## src/pkg/spp_pkg.sv

```systemverilog
package spp_pkg;
  // timing base: system clock period and the 8 ns stream tick
  localparam int unsigned CLK_PERIOD_NS = 100;
  localparam int unsigned TICK_NS = 8;
  localparam logic [31:0] TICK_FREQ_HZ = 32'(1000000000 / TICK_NS);

  // packet sizing
  localparam logic [15:0] HDR_OVERHEAD = 16'h0024;
  localparam logic [15:0] PKT_LEN_MIN = 16'h0025;
  localparam logic [7:0] PCT_FULL = 8'h64;
  localparam int unsigned DIV_W = 48;

  // register byte offsets
  localparam logic [7:0] OFS_FRAME_BYTES = 8'h00;
  localparam logic [7:0] OFS_CHAN_SEL = 8'h04;
  localparam logic [7:0] OFS_PKT_LEN = 8'h08;
  localparam logic [7:0] OFS_PKT_GAP = 8'h0C;
  localparam logic [7:0] OFS_HOLDOFF = 8'h10;
  localparam logic [7:0] OFS_RATE = 8'h14;
  localparam logic [7:0] OFS_RESERVE = 8'h18;
  localparam logic [7:0] OFS_MULT = 8'h1C;
  localparam logic [7:0] OFS_TICK_FREQ = 8'h20;
  localparam logic [7:0] OFS_CTRL = 8'h24;
  localparam logic [7:0] OFS_POOL = 8'h28;
  localparam logic [7:0] OFS_PERIOD_RESENDS = 8'h2C;

  // reset values
  localparam logic [15:0] PKT_LEN_RST = 16'h05DC;
  localparam logic [31:0] GAP_RST = 32'h00000000;
  localparam logic [31:0] HOLDOFF_RST = 32'h00000000;
  localparam logic [7:0] RESERVE_RST = 8'h05;
  localparam logic [15:0] MULT_RST = 16'h0003;
  localparam int unsigned CHUNK_EN_BIT = 0;

  // packet kinds on the stream port
  localparam logic [1:0] KIND_LEADER = 2'h0;
  localparam logic [1:0] KIND_PAYLOAD = 2'h1;
  localparam logic [1:0] KIND_TRAILER = 2'h2;

  // bus responses
  localparam logic [1:0] RESP_OKAY = 2'h0;
  localparam logic [1:0] RESP_SLVERR = 2'h2;

  typedef enum logic [1:0] {ST_IDLE, ST_HOLD, ST_SEND, ST_GAP} spp_state_e;
endpackage

```

## src/logic/spp_divider.sv

```systemverilog
// restoring divider, one quotient bit per cycle
module spp_divider (
  input wire logic sys_clk_i,
  input wire logic reset_i,
  input wire logic start_i,
  input wire logic [spp_pkg::DIV_W-1:0] num_i,
  input wire logic [spp_pkg::DIV_W-1:0] den_i,
  output logic busy_o,
  output logic done_o,
  output logic [spp_pkg::DIV_W-1:0] quo_o
);
  localparam int unsigned W = spp_pkg::DIV_W;
  logic [W-1:0] rem_ff, nxt_rem, quo_ff, nxt_quo, den_ff, nxt_den;
  logic [6:0] cnt_ff, nxt_cnt;
  logic [W:0] trial;

  assign busy_o = cnt_ff != 7'h00;
  assign done_o = cnt_ff == 7'h01;
  assign quo_o = nxt_quo;

  // divisor is latched so a config write mid-run cannot corrupt the result
  always_comb begin
    nxt_rem = rem_ff;
    nxt_quo = quo_ff;
    nxt_den = den_ff;
    nxt_cnt = cnt_ff;
    trial = {rem_ff, quo_ff[W-1]} - {1'b0, den_ff};
    if (busy_o) begin
      nxt_cnt = cnt_ff - 7'h01;
      if (!trial[W]) begin
        nxt_rem = trial[W-1:0];
        nxt_quo = {quo_ff[W-2:0], 1'b1};
      end else begin
        nxt_rem = {rem_ff[W-2:0], quo_ff[W-1]};
        nxt_quo = {quo_ff[W-2:0], 1'b0};
      end
    end else if (start_i) begin
      nxt_rem = '0;
      nxt_quo = num_i;
      nxt_den = den_i;
      nxt_cnt = 7'(W);
    end
  end

  always_ff @(posedge sys_clk_i) begin
    if (reset_i) begin
      rem_ff <= '0;
      quo_ff <= '0;
      den_ff <= '0;
      cnt_ff <= 7'h00;
    end else begin
      rem_ff <= nxt_rem;
      quo_ff <= nxt_quo;
      den_ff <= nxt_den;
      cnt_ff <= nxt_cnt;
    end
  end
endmodule // spp_divider

```

## src/logic/spp_pacer.sv

```systemverilog
// Notes on behaviour
// frame size register is image bytes plus chunk bytes if enabled, no headers.
// channel selector picks which stream channel takes parameter writes.
// only stream channel zero exists.
// each frame is one leader, one or more payloads, one trailer.
// packet length sizes payload packets only; last payload may be short.
// payload bytes per packet are packet length minus 36.
// a programmable gap in 8 ns ticks separates successive packets.
// tick frequency register reads ticks per second.
// frame start is held off by a programmed number of 8 ns ticks.
// host normally keeps hold-off zero; nonzero only to stagger cameras.
// assigned rate in bytes per second derives from packet length and gap.
// one byte on the link takes exactly one tick.
// reserve percentage of bandwidth sets resends allowed per frame period.
// pool capacity is multiplier times reserve resends per period.
// the resend pool starts full.
// unused reserve is credited after each period, overuse drawn from pool.
// idle periods still credit their reserve resends, up to capacity.
// resends beyond reserve and pool get a packet-unavailable answer.
// host sets packet length to the largest its path can carry.
// host packet timeout must exceed the inter-packet gap.
// resend counters saturate at zero and at capacity.
//
// Our own choices: the placing of the registers and register access over AXI4-Lite.
module spp_pacer (
  input wire logic sys_clk_i,
  input wire logic reset_i,
  input wire logic [7:0] s_axi_awaddr_i,
  input wire logic s_axi_awvalid_i,
  output logic s_axi_awready_o,
  input wire logic [31:0] s_axi_wdata_i,
  input wire logic [3:0] s_axi_wstrb_i,
  input wire logic s_axi_wvalid_i,
  output logic s_axi_wready_o,
  output logic [1:0] s_axi_bresp_o,
  output logic s_axi_bvalid_o,
  input wire logic s_axi_bready_i,
  input wire logic [7:0] s_axi_araddr_i,
  input wire logic s_axi_arvalid_i,
  output logic s_axi_arready_o,
  output logic [31:0] s_axi_rdata_o,
  output logic [1:0] s_axi_rresp_o,
  output logic s_axi_rvalid_o,
  input wire logic s_axi_rready_i,
  input wire logic frame_start_i,
  input wire logic [31:0] image_bytes_i,
  input wire logic [31:0] chunk_bytes_i,
  output logic pkt_valid_o,
  input wire logic pkt_ready_i,
  output logic [1:0] pkt_kind_o,
  output logic [15:0] pkt_bytes_o,
  output logic frame_busy_o,
  input wire logic resend_req_i,
  output logic resend_grant_o,
  output logic resend_unavail_o
);
  localparam int unsigned W = spp_pkg::DIV_W;
  logic bvalid_ff, nxt_bvalid, rvalid_ff, nxt_rvalid;
  logic [1:0] bresp_ff, nxt_bresp, rresp_ff, nxt_rresp;
  logic [31:0] rdata_ff, nxt_rdata;
  logic [15:0] pkt_len_ff, nxt_pkt_len, mult_ff, nxt_mult;
  logic [31:0] gap_ff, nxt_gap, holdoff_ff, nxt_holdoff, frame_bytes_ff;
  logic [7:0] reserve_ff, nxt_reserve;
  logic chunk_en_ff, nxt_chunk_en, wr_go, rd_go;
  logic [31:0] wr_val, rd_val;
  logic [7:0] chan_sel_ff;
  spp_pkg::spp_state_e state_ff, nxt_state;
  logic [1:0] kind_ff, nxt_kind;
  logic [15:0] bytes_ff, nxt_bytes, chunk;
  logic [31:0] remain_ff, nxt_remain, pkts_ff, nxt_pkts, last_pkts_ff, nxt_last_pkts;
  logic [31:0] period_ff, nxt_period, idle_ff, nxt_idle, run_ff, nxt_run;
  logic timer_start, timer_done, accept, hs, frame_done, idle_credit;
  logic rate_busy, rate_done, res_busy, res_done;
  logic [W-1:0] rate_q, res_q;
  logic [31:0] rate_ff, resv_ff, cap_ff, pool_ff, nxt_pool, used_ff, nxt_used;
  logic pool_init_ff, nxt_pool_init, grant_ff, nxt_grant, unav_ff, nxt_unav;
  logic [32:0] credit;

  // only channel zero exists, so the selector is fixed at zero
  // single channel zero
  assign chan_sel_ff = 8'h00;
  assign wr_go = s_axi_awvalid_i && s_axi_wvalid_i && !bvalid_ff;
  assign rd_go = s_axi_arvalid_i && !rvalid_ff;
  assign s_axi_awready_o = wr_go;
  assign s_axi_wready_o = wr_go;
  assign s_axi_arready_o = rd_go;
  assign s_axi_bvalid_o = bvalid_ff;
  assign s_axi_bresp_o = bresp_ff;
  assign s_axi_rvalid_o = rvalid_ff;
  assign s_axi_rresp_o = rresp_ff;
  assign s_axi_rdata_o = rdata_ff;
  // size excludes headers
  assign frame_bytes_ff = image_bytes_i + (chunk_en_ff ? chunk_bytes_i : 32'h00000000);

  function automatic logic [31:0] merge(input logic [31:0] old, input logic [31:0] d, input logic [3:0] s);
    logic [31:0] r;
    r = old;
    for (int i = 0; i < 4; i++) begin
      if (s[i]) begin
        r[8*i +: 8] = d[8*i +: 8];
      end
    end
    return r;
  endfunction

  // register writes; short packet lengths are refused so the payload never vanishes
  always_comb begin
    nxt_pkt_len = pkt_len_ff;
    nxt_gap = gap_ff;
    nxt_holdoff = holdoff_ff;
    nxt_reserve = reserve_ff;
    nxt_mult = mult_ff;
    nxt_chunk_en = chunk_en_ff;
    nxt_bvalid = bvalid_ff && !s_axi_bready_i;
    nxt_bresp = bresp_ff;
    wr_val = 32'h00000000;
    if (wr_go) begin
      nxt_bvalid = 1'b1;
      nxt_bresp = spp_pkg::RESP_OKAY;
      unique case (s_axi_awaddr_i)
        spp_pkg::OFS_CHAN_SEL: begin
          // nonzero channel refused
          wr_val = merge(32'(chan_sel_ff), s_axi_wdata_i, s_axi_wstrb_i);
          if (wr_val != 32'h00000000) nxt_bresp = spp_pkg::RESP_SLVERR;
        end
        spp_pkg::OFS_PKT_LEN: begin
          wr_val = merge(32'(pkt_len_ff), s_axi_wdata_i, s_axi_wstrb_i);
          if (wr_val[31:16] != 16'h0000 || wr_val[15:0] < spp_pkg::PKT_LEN_MIN) begin
            nxt_bresp = spp_pkg::RESP_SLVERR;
          end else begin
            nxt_pkt_len = wr_val[15:0];
          end
        end
        // stream writes land on the selected channel
        spp_pkg::OFS_PKT_GAP: nxt_gap = merge(gap_ff, s_axi_wdata_i, s_axi_wstrb_i);
        spp_pkg::OFS_HOLDOFF: nxt_holdoff = merge(holdoff_ff, s_axi_wdata_i, s_axi_wstrb_i);
        spp_pkg::OFS_RESERVE: begin
          wr_val = merge(32'(reserve_ff), s_axi_wdata_i, s_axi_wstrb_i);
          if (wr_val > 32'(spp_pkg::PCT_FULL)) nxt_bresp = spp_pkg::RESP_SLVERR;
          else nxt_reserve = wr_val[7:0];
        end
        spp_pkg::OFS_MULT: nxt_mult = merge(32'(mult_ff), s_axi_wdata_i, s_axi_wstrb_i) >> 0 > 32'h0000FFFF
          ? mult_ff : 16'(merge(32'(mult_ff), s_axi_wdata_i, s_axi_wstrb_i));
        spp_pkg::OFS_CTRL: begin
          wr_val = merge({31'h00000000, chunk_en_ff}, s_axi_wdata_i, s_axi_wstrb_i);
          nxt_chunk_en = wr_val[spp_pkg::CHUNK_EN_BIT];
        end
        default: nxt_bresp = spp_pkg::RESP_SLVERR;
      endcase
    end
  end

  // register reads; unmapped offsets answer SLVERR with zero data
  always_comb begin
    nxt_rvalid = rvalid_ff && !s_axi_rready_i;
    nxt_rdata = rdata_ff;
    nxt_rresp = rresp_ff;
    rd_val = 32'h00000000;
    if (rd_go) begin
      nxt_rvalid = 1'b1;
      nxt_rresp = spp_pkg::RESP_OKAY;
      unique case (s_axi_araddr_i)
        spp_pkg::OFS_FRAME_BYTES: rd_val = frame_bytes_ff;
        spp_pkg::OFS_CHAN_SEL: rd_val = 32'(chan_sel_ff);
        spp_pkg::OFS_PKT_LEN: rd_val = 32'(pkt_len_ff);
        spp_pkg::OFS_PKT_GAP: rd_val = gap_ff;
        spp_pkg::OFS_HOLDOFF: rd_val = holdoff_ff;
        spp_pkg::OFS_RATE: rd_val = rate_ff;
        spp_pkg::OFS_RESERVE: rd_val = 32'(reserve_ff);
        spp_pkg::OFS_MULT: rd_val = 32'(mult_ff);
        // ticks per second
        spp_pkg::OFS_TICK_FREQ: rd_val = spp_pkg::TICK_FREQ_HZ;
        spp_pkg::OFS_CTRL: rd_val = {31'h00000000, chunk_en_ff};
        spp_pkg::OFS_POOL: rd_val = pool_ff;
        spp_pkg::OFS_PERIOD_RESENDS: rd_val = resv_ff;
        default: nxt_rresp = spp_pkg::RESP_SLVERR;
      endcase
      nxt_rdata = rd_val;
    end
  end

  always_ff @(posedge sys_clk_i) begin
    if (reset_i) begin
      pkt_len_ff <= spp_pkg::PKT_LEN_RST;
      gap_ff <= spp_pkg::GAP_RST;
      holdoff_ff <= spp_pkg::HOLDOFF_RST;
      reserve_ff <= spp_pkg::RESERVE_RST;
      mult_ff <= spp_pkg::MULT_RST;
      chunk_en_ff <= 1'b0;
      bvalid_ff <= 1'b0;
      bresp_ff <= 2'h0;
      rvalid_ff <= 1'b0;
      rresp_ff <= 2'h0;
      rdata_ff <= 32'h00000000;
    end else begin
      pkt_len_ff <= nxt_pkt_len;
      gap_ff <= nxt_gap;
      holdoff_ff <= nxt_holdoff;
      reserve_ff <= nxt_reserve;
      mult_ff <= nxt_mult;
      chunk_en_ff <= nxt_chunk_en;
      bvalid_ff <= nxt_bvalid;
      bresp_ff <= nxt_bresp;
      rvalid_ff <= nxt_rvalid;
      rresp_ff <= nxt_rresp;
      rdata_ff <= nxt_rdata;
    end
  end

  // payload room after header overhead
  assign chunk = pkt_len_ff - spp_pkg::HDR_OVERHEAD;
  assign accept = (state_ff == spp_pkg::ST_IDLE) && frame_start_i;
  assign hs = (state_ff == spp_pkg::ST_SEND) && pkt_ready_i;
  assign frame_done = hs && (kind_ff == spp_pkg::KIND_TRAILER);
  assign timer_start = accept || (hs && !frame_done);
  assign pkt_valid_o = state_ff == spp_pkg::ST_SEND;
  assign pkt_kind_o = kind_ff;
  assign pkt_bytes_o = bytes_ff;
  assign frame_busy_o = state_ff != spp_pkg::ST_IDLE;

  // one timer serves hold-off and gap since they never overlap
  // the count follows the state, as the timer compares against it every cycle
  spp_tick_timer u_timer (
    .sys_clk_i(sys_clk_i),
    .reset_i(reset_i),
    .start_i(timer_start),
    .ticks_i((state_ff == spp_pkg::ST_SEND || state_ff == spp_pkg::ST_GAP) ? gap_ff : holdoff_ff),
    .done_o(timer_done)
  );

  // packet sequencer; a frame start while busy is ignored
  always_comb begin
    nxt_state = state_ff;
    nxt_kind = kind_ff;
    nxt_bytes = bytes_ff;
    nxt_remain = remain_ff;
    nxt_pkts = pkts_ff;
    nxt_last_pkts = last_pkts_ff;
    unique case (state_ff)
      spp_pkg::ST_IDLE: if (accept) begin
        nxt_state = spp_pkg::ST_HOLD;
        nxt_remain = frame_bytes_ff;
        nxt_pkts = 32'h00000000;
      end
      // hold-off before the leader
      spp_pkg::ST_HOLD: if (timer_done) begin
        nxt_state = spp_pkg::ST_SEND;
        nxt_kind = spp_pkg::KIND_LEADER;
        nxt_bytes = 16'h0000;
      end
      spp_pkg::ST_SEND: if (pkt_ready_i) begin
        nxt_pkts = pkts_ff + 32'h00000001;
        if (frame_done) begin
          nxt_state = spp_pkg::ST_IDLE;
          nxt_last_pkts = nxt_pkts;
        end else begin
          nxt_state = spp_pkg::ST_GAP;
        end
      end
      // gap between packets
      spp_pkg::ST_GAP: if (timer_done) begin
        nxt_state = spp_pkg::ST_SEND;
        // leader, payloads, then trailer
        if (kind_ff == spp_pkg::KIND_LEADER || remain_ff != 32'h00000000) begin
          nxt_kind = spp_pkg::KIND_PAYLOAD;
          // last payload may be short
          nxt_bytes = (remain_ff < 32'(chunk)) ? remain_ff[15:0] : chunk;
          nxt_remain = remain_ff - 32'(nxt_bytes);
        end else begin
          nxt_kind = spp_pkg::KIND_TRAILER;
          nxt_bytes = 16'h0000;
        end
      end
    endcase
  end

  always_ff @(posedge sys_clk_i) begin
    if (reset_i) begin
      state_ff <= spp_pkg::ST_IDLE;
      kind_ff <= spp_pkg::KIND_LEADER;
      bytes_ff <= 16'h0000;
      remain_ff <= 32'h00000000;
      pkts_ff <= 32'h00000000;
      last_pkts_ff <= 32'h00000000;
    end else begin
      state_ff <= nxt_state;
      kind_ff <= nxt_kind;
      bytes_ff <= nxt_bytes;
      remain_ff <= nxt_remain;
      pkts_ff <= nxt_pkts;
      last_pkts_ff <= nxt_last_pkts;
    end
  end

  // rate = length * tick rate / (length + gap)
  // one byte per tick
  spp_divider u_rate (
    .sys_clk_i(sys_clk_i),
    .reset_i(reset_i),
    .start_i(!rate_busy),
    .num_i(W'(pkt_len_ff) * W'(spp_pkg::TICK_FREQ_HZ)),
    .den_i(W'(pkt_len_ff) + W'(gap_ff)),
    .busy_o(rate_busy),
    .done_o(rate_done),
    .quo_o(rate_q)
  );

  // reserve resends per period from last frame's packet count
  spp_divider u_resv (
    .sys_clk_i(sys_clk_i),
    .reset_i(reset_i),
    .start_i(!res_busy),
    .num_i(W'(last_pkts_ff) * W'(reserve_ff)),
    .den_i(W'(spp_pkg::PCT_FULL)),
    .busy_o(res_busy),
    .done_o(res_done),
    .quo_o(res_q)
  );

  // frame period is the last frame's duration; an idle stretch that long credits too
  // idle period credit
  assign idle_credit = !frame_busy_o && (period_ff != 32'h00000000) && (idle_ff >= period_ff);
  // unused reserve returns to the pool
  // a reserve lowered mid-period must not wrap the pool below zero
  assign credit = (33'(pool_ff) + 33'(resv_ff) < 33'(used_ff)) ? 33'h000000000
    : 33'(pool_ff) + 33'(resv_ff) - 33'(used_ff);

  // resend accounting: reserve first, then pool, else refuse
  always_comb begin
    nxt_run = frame_busy_o ? run_ff + 32'h00000001 : 32'h00000000;
    nxt_period = frame_done ? run_ff + 32'h00000001 : period_ff;
    nxt_idle = (frame_busy_o || idle_credit) ? 32'h00000000 : idle_ff + 32'h00000001;
    nxt_pool = pool_ff;
    nxt_used = used_ff;
    nxt_grant = 1'b0;
    nxt_unav = 1'b0;
    nxt_pool_init = pool_init_ff;
    if (frame_done || idle_credit) begin
      // saturate at capacity
      nxt_pool = (credit > 33'(cap_ff)) ? cap_ff : credit[31:0];
      nxt_used = 32'h00000000;
    end else if (resend_req_i) begin
      if (used_ff < resv_ff) begin
        nxt_used = used_ff + 32'h00000001;
        nxt_grant = 1'b1;
      end else if (pool_ff != 32'h00000000) begin
        // overuse drawn from pool
        nxt_pool = pool_ff - 32'h00000001;
        nxt_grant = 1'b1;
      end else begin
        // nothing left to cover it
        nxt_unav = 1'b1;
      end
    end
    // pool starts full once capacity is known
    if (pool_init_ff && res_done) begin
      nxt_pool = cap_ff;
      nxt_pool_init = 1'b0;
    end
  end

  assign resend_grant_o = grant_ff;
  assign resend_unavail_o = unav_ff;

  always_ff @(posedge sys_clk_i) begin
    if (reset_i) begin
      rate_ff <= 32'h00000000;
      resv_ff <= 32'h00000000;
      cap_ff <= 32'h00000000;
      pool_ff <= 32'h00000000;
      used_ff <= 32'h00000000;
      run_ff <= 32'h00000000;
      period_ff <= 32'h00000000;
      idle_ff <= 32'h00000000;
      pool_init_ff <= 1'b1;
      grant_ff <= 1'b0;
      unav_ff <= 1'b0;
    end else begin
      if (rate_done) rate_ff <= rate_q[31:0];
      if (res_done) resv_ff <= res_q[31:0];
      // capacity = multiplier times reserve
      cap_ff <= 32'(resv_ff[15:0] * mult_ff);
      pool_ff <= nxt_pool;
      used_ff <= nxt_used;
      run_ff <= nxt_run;
      period_ff <= nxt_period;
      idle_ff <= nxt_idle;
      pool_init_ff <= nxt_pool_init;
      grant_ff <= nxt_grant;
      unav_ff <= nxt_unav;
    end
  end
endmodule // spp_pacer

```

## src/logic/spp_tick_timer.sv

```systemverilog
// counts elapsed time in ns so 8 ns ticks need no fast clock
module spp_tick_timer (
  input wire logic sys_clk_i,
  input wire logic reset_i,
  input wire logic start_i,
  input wire logic [31:0] ticks_i,
  output logic done_o
);
  logic [39:0] elapsed_ff;
  logic [39:0] nxt_elapsed;
  logic [39:0] target;

  assign target = 40'(ticks_i) * 40'(spp_pkg::TICK_NS);
  // a least time: done only once the full interval has passed
  assign done_o = elapsed_ff >= target;

  // restart on start, freeze once done so it cannot wrap
  always_comb begin
    nxt_elapsed = elapsed_ff;
    if (start_i) begin
      nxt_elapsed = 40'h0000000000;
    end else if (!done_o) begin
      nxt_elapsed = elapsed_ff + 40'(spp_pkg::CLK_PERIOD_NS);
    end
  end

  always_ff @(posedge sys_clk_i) begin
    if (reset_i) begin
      elapsed_ff <= 40'h0000000000;
    end else begin
      elapsed_ff <= nxt_elapsed;
    end
  end
endmodule // spp_tick_timer

```

## config.mk

```make
export PLATFORM = sky130hd
export DESIGN_NAME = spp_pacer
export DESIGN_NICKNAME = d
export VERILOG_FILES = /design/src/pkg/spp_pkg.sv /design/src/logic/spp_divider.sv /design/src/logic/spp_pacer.sv /design/src/logic/spp_tick_timer.sv
export SDC_FILE = /design/constraint.sdc
export NUM_CORES = 2
export LEC_CHECK = 0
export ABC_AREA = 1
export BUFFER_PORTS_ARGS = -buffer_cell sky130_fd_sc_hd__buf_4
export CORE_UTILIZATION = 64
export CTS_BUF_LIST = sky130_fd_sc_hd__clkbuf_8 sky130_fd_sc_hd__clkbuf_16
export CTS_CLUSTER_SIZE = 12
export DETAILED_ROUTE_END_ITERATION = 10
export GPL_TIMING_DRIVEN = 0
export PLACE_DENSITY = 0.81
export REMOVE_ABC_BUFFERS = 1
export SLEW_MARGIN = 20
export SYNTH_ARGS = -nofsm -noshare
export SYNTH_HDL_FRONTEND = slang
export SYNTH_HIERARCHICAL = 1
export SYNTH_SLANG_ARGS = --single-unit
```

## constraint.sdc

```tcl
create_clock -name sys_clk_i -period 9.9 [get_ports sys_clk_i]
set_input_delay 0.99 -clock sys_clk_i [delete_from_list [all_inputs] [get_ports sys_clk_i]]
set_output_delay 0.99 -clock sys_clk_i [all_outputs]
set_load 0.005 [all_outputs]
```

[Yosys cells after proc, flatten, opt, wreduce, memory -nomap -nowiden]
Cells that the tools add are included.
Word-level totals
  register bits after elaboration: 813
  output and inout port bits: 63
Cells by class
  bitwise operators: 7
  magnitude comparators: 9
  $add $sub $neg: 16
  mux-type cells: 90
  equal/unequal tests: 31
  multipliers: 3
  reduce and logical (&&, ||, !) cells: 70
Operators with widths (number)
  $mux 32: 13
  $pmux 32 s11: 1
  $mux 8: 41
  $add 32x1->32 const B: 4
  $pmux 32 s2: 2
  $reduce_bool 32->1: 4
  $mux 48: 2
  $mux 16: 4
  $eq 8x5->1 const B: 7
  $reduce_and 3->1: 17
  $sub 49x48->49: 1
  $sub 49x7->49: 1
  $mux 43: 1
  $add 40x7->40 const B: 1
  $eq 8x6->1 const B: 5
  $ge 40x35->1: 1
  $mul 32x8->40: 1
  $mux 40: 1
  $mul 16x21->37 const B: 1
  $add 16x32->33: 1
  $add 32x32->33: 1
  $gt 33x32->1: 1
  $lt 33x32->1: 1
  $mux 33: 1
  44 further kinds: 113

[Depth between registers and ports, before layout]
  word-level depth: 7
  gate-level depth with buffers: 49
  mapped depth without buffers: 47

[Modules after synthesis]
Netlist, hierarchy kept.
Modules (own cells, without submodules)
  spp_pacer: instances 1, area each 58469.8 um2, cells an instance 8293
  spp_divider (u_resv): instances 1, area each 10969.3 um2, cells an instance 1849
  spp_divider (u_rate): instances 1, area each 10924.2 um2, cells an instance 1840
  spp_tick_timer: instances 1, area each 3437.0 um2, cells an instance 574

[Worst setup path after synthesis]
No wires, ideal clock.
  kind: reg-to-reg
  start: register resv_ff[12]
  end: register cap_ff[28]
  required time: 9769 ps
  arrival: 5625 ps
  setup time: 131 ps
  cell stages (with the launch flop): 25
  slack: 4144 ps
  buffers on the path: 2
  cell sequence: dfxtp_1 > clkbuf_1 > clkbuf_1 > nand2_1 > fa_1 > inv_1 > fa_1 > inv_1 > fa_1 > inv_1 > fa_1 > inv_1 > fa_1 > inv_1 > fa_1 > ha_1 > a21oi_1 > o21ai_0 > a21oi_1 > nand3_1 > a21oi_1 > o21ai_0 > a21oi_1 > nand2_1 > nor3b_1
Between the ends
  longest elaborated chain between the ends: 1
RTL lines
  start: declaration: RTL line spp_pacer.sv:75  | logic [31:0] rate_ff, resv_ff, cap_ff, pool_ff, nxt_pool, used_ff, nxt_used;
  start signal: assignment: RTL line spp_pacer.sv:380  | if (res_done) resv_ff <= res_q[31:0];
  $mul 16x16->32: RTL line spp_pacer.sv:382  | cap_ff <= 32'(resv_ff[15:0] * mult_ff);
  end signal: assignment: RTL line spp_pacer.sv:382
  end: declaration: RTL line spp_pacer.sv:75
Every way passes these cells.
A chain may end at the register's enable or synchronous reset.

[Worst setup path after layout]
  start: register resv_ff[1]
  end: register pool_ff[8]
Between the ends
  longest elaborated chain between the ends: 7
  elaborated cells on any way between the ends: 11
  classes of those cells: add/sub: 2; order compare: 3; eq/ne: 1; mux: 4; reduce/logical: 1
RTL lines
  $add 32x32->33: RTL line spp_pacer.sv:325, spp_pacer.sv:326
  $sub 33x32->33 / $lt 33x32->1 (equally long branches): RTL line spp_pacer.sv:326, spp_pacer.sv:325
  $mux 33: RTL line spp_pacer.sv:325  | assign credit = (33'(pool_ff) + 33'(resv_ff) < 33'(used_ff)) ? 33'h000000000
  $gt 33x32->1: RTL line spp_pacer.sv:340  | nxt_pool = (credit > 33'(cap_ff)) ? cap_ff : credit[31:0];
  $mux 32: RTL line spp_pacer.sv:340
  $mux 32: RTL line spp_pacer.sv:338  | if (frame_done || idle_credit) begin
  $mux 32: RTL line spp_pacer.sv:356  | if (pool_init_ff && res_done) begin
  end signal: assignment: RTL line spp_pacer.sv:383  | pool_ff <= nxt_pool;
  end: declaration: RTL line spp_pacer.sv:75
Parallel ways exist; a longest one is shown, timed or not.

==> results.txt <==
----------------------------------------------------
[Run status]
  Run status ... finished clean

[Clock tree]
  Skew-Pair Late Insertion Delay ... 0.77 ns
  Max Root-Sink Buffers ... 3
  Post-CTS Setup Bufs ... 0
  TritonCTS clock tree ... done
  Root buffer cell ... sky130_fd_sc_hd__clkbuf_16
  Maximum level of the CTS H-tree ... 3
  CTS Sinks ... 856
  Cts bufs inserted ... 98
  Clock transition at the registers of the reported paths ... 0.06 ns
  # hold bufs at CTS ... 0
  Number of gates resized after CTS ... 0

[Route]
  Via count normalized by instance count ... 5.849
  Average detailed-routed wire length per instance ... 19.99 um
  First-pass iteration count of the detailed router ... 10
  Iteration-0 DRC count of the detailed router ... 9,529
  DRC violation count after routing ... 0
  Total number of vias ... ~84,000
  Number of nets still failing antenna checks after routing ... 0
  Total Routed Length ... 285,600 um

[Synthesis]
  Instance count of the mapped netlist ... 12,520
  Yosys Warn Count ... 6
  Area of the mapped netlist ... around 0.084 mm^2
  Synthesized area per cell ... ~6.7 um^2

[STA]
  Number of hold violations in the final report ... 0
  Pin slew with the least headroom to its limit ... about 1.2 ns
  Final Critical Period ... a little over 8 ns
  Upper clock frequency limit ... approximately 120 MHz
  Clock Skew ... 0.04361 ns
  Headroom to the max-slew limit ... 0.1851
  RSZ-0062 raised after global routing ... false
  Setup-failing EPs final ... 0
  Fin crit share ... 0.8357
  Worst-case hold slack ... 0.4511 ns
  Smallest setup slack after layout ... 1.626 ns
  Fin. max-slew vios ... 0

[Global routing]
  Antenna violations before repair ... 14
  Residual overflow from global routing ... 0
  Via count of the first global-routing pass ... 80,340
  Total track usage ... 0.4253
  Maximum number of pins on one net before global-route repair ... around 110
  Global-route wire length before repair ... 440,000 um

[Worst setup path]
  Critical Path Fanout Max ... 33
  Arrival time of the worst setup path ... 8.93 ns
  Cell with the largest stage delay on the worst path ... sky130_fd_sc_hd__dfxtp_1
  Cell occurring most often along the worst timing path ... sky130_fd_sc_hd__nand2_1
  Type of the worst setup path ... flip-flop to flip-flop
  Stage delay of the slowest cell on the critical path ... ~0.97 ns
  CP Capture Type ... flip-flop
  Worst endpoint required time ... 10.56 ns
  Critical Path Source Type ... flip-flop

[Layout]
  Syn-to-layout area delta ... 7.269%
  Count of placed standard cells in the final layout, fillers left out ... 14,290
  Finished Cell Area ... ~0.090 mm^2
  Final Net Count ... 13,790
  Share of final-layout standard cells stronger than drive strength 1 ... 0.05662

[Floorplanning]
  Die outline height ... 363.5 um
  Starting density of the core ... 0.6452
  Placement Rows ... 132
  Core area ... 0.1296 mm^2
  Die area ... between 0.1 and 0.15 mm^2
  Horizontal die dimension ... 363.5 um
  IO Pins ... 189

[Pwr]
  Leakage Power ... 46.17 nW
  Pwr Density ... 271.2 mW/mm^2
  Total power after layout ... 0.02434 W
  Worst ir drop on vdd ... around 420 uV

[Placed design]
  Dpl cells ... 14,100
  Global placer's final weighted congestion ... 1.083
  Post-Place Setup Slack ... 2.091 ns
  Detailed placement HPWL ... ~220,000 um
  Total of buffers placed on input and output ports ... approximately 190
  Placed inst area ... 0.08634 mm^2

[Job]
  Reported max-cap violation count ... 0

[Worst hold path]
  Tightest Hold Check Type ... flip-flop to flip-flop

----------------------------------------------------
-- final timing paths --
kind,from,end,slack [ns],cells past startpoint
setup / recovery,resv_ff[1],pool_ff[8],1.63,41
hold / removal,pool_init_ff,pool_init_ff,0.45,2
setup reg to reg,resv_ff[1],pool_ff[8],1.63,41
hold reg to reg,pool_init_ff,pool_init_ff,0.45,2
-- per-stage QoR --
stage / setup TNS [ns] / utilization
finish: 0 / 0.6921
global route: 0 / 0.6920
CTS: 0 / 0.6919
detailed placement: 0 / 0.6659
global placement: -1011.76 / 0.6592
floorplan: 0 / -
-- per-layer routing --
metal,share of wire,track usage,up-vias
met3,0.12,0.1209,889
li1,-,-,39210
met1,0.39,0.5356,39220
met5,0.00040,0,-
met2,0.43,0.6520,4254
met4,0.065,0.2419,14
-- area by class of cell --
class | instances | area, um^2
Multi-Input combinational cell | 8949 | 56100
Fill cell | 11190 | 39920
Sequential cell | 856 | 17150
Inverter | 2336 | 8790
Clock buffer | 113 | 2670
Tap cell | 1742 | 2180
Timing Repair Buffer | 220 | 2123
Clock inverter | 65 | 698.2
Antenna cell | 8 | 20.02
-- cell usage in the layout (no fill, tap or decap), drive strengths merged, types with 13 or more instances in the layout --
cell / count
conb: 84
a221oi: 44
a21boi: 13
o22ai: 29
clkinv: 21
a31oi: 93
ha: 694
o21bai: 46
fa: 513
nor4: 45
nand2: 3368
inv: 2360
nor2: 897
xor2: 258
buf: 220
a21oi: 1045
o221ai: 17
xnor2: 104
nor3b: 15
or2: 36
a21o: 46
o211ai: 39
dfxtp: 856
o21ai: 597
nand3: 550
nand3b: 31
nor3: 144
o21a: 18
clkbuf: 113
nand4: 164
-- critical path: cells and delay by family (launching register included) --
family	cells	cell delay (ns)
and+or+nand+nor	29	3.85
buffers and inverters	2	0.65
DFF	1	0.97
xor gates and xnor gates	1	0.30
AOI/OAI and AO/OA	6	1.10
adders and majority gates	3	1.27
-- sequential cells by signal (all words and copies together), names as in the netlist, 32 cells and up --
signal	flops
u_rate/den_ff	48
pkts_ff	32
last_pkts_ff	32
u_resv/quo_ff	48
u_timer/elapsed_ff	38
u_rate/rem_ff	48
used_ff	32
remain_ff	32
run_ff	32
period_ff	32
s_axi_rdata_o	32
pool_ff	32
resv_ff	32
gap_ff	32
holdoff_ff	32
u_rate/quo_ff	48
u_resv/rem_ff	48
idle_ff	32
u_resv/den_ff	48
cap_ff	32
rate_ff	32
-- power breakdown --
| part | leakage (nW) | internal (W) | switching [W] |
|---|---|---|---|
| clock network | 1.72 | 0.00222 | 0.00165 |
| registers | 6.95 | 0.00396 | 0.000568 |
| logic | 37.5 | 0.00501 | 0.0109 |
(Power assumes the default switching activity.)
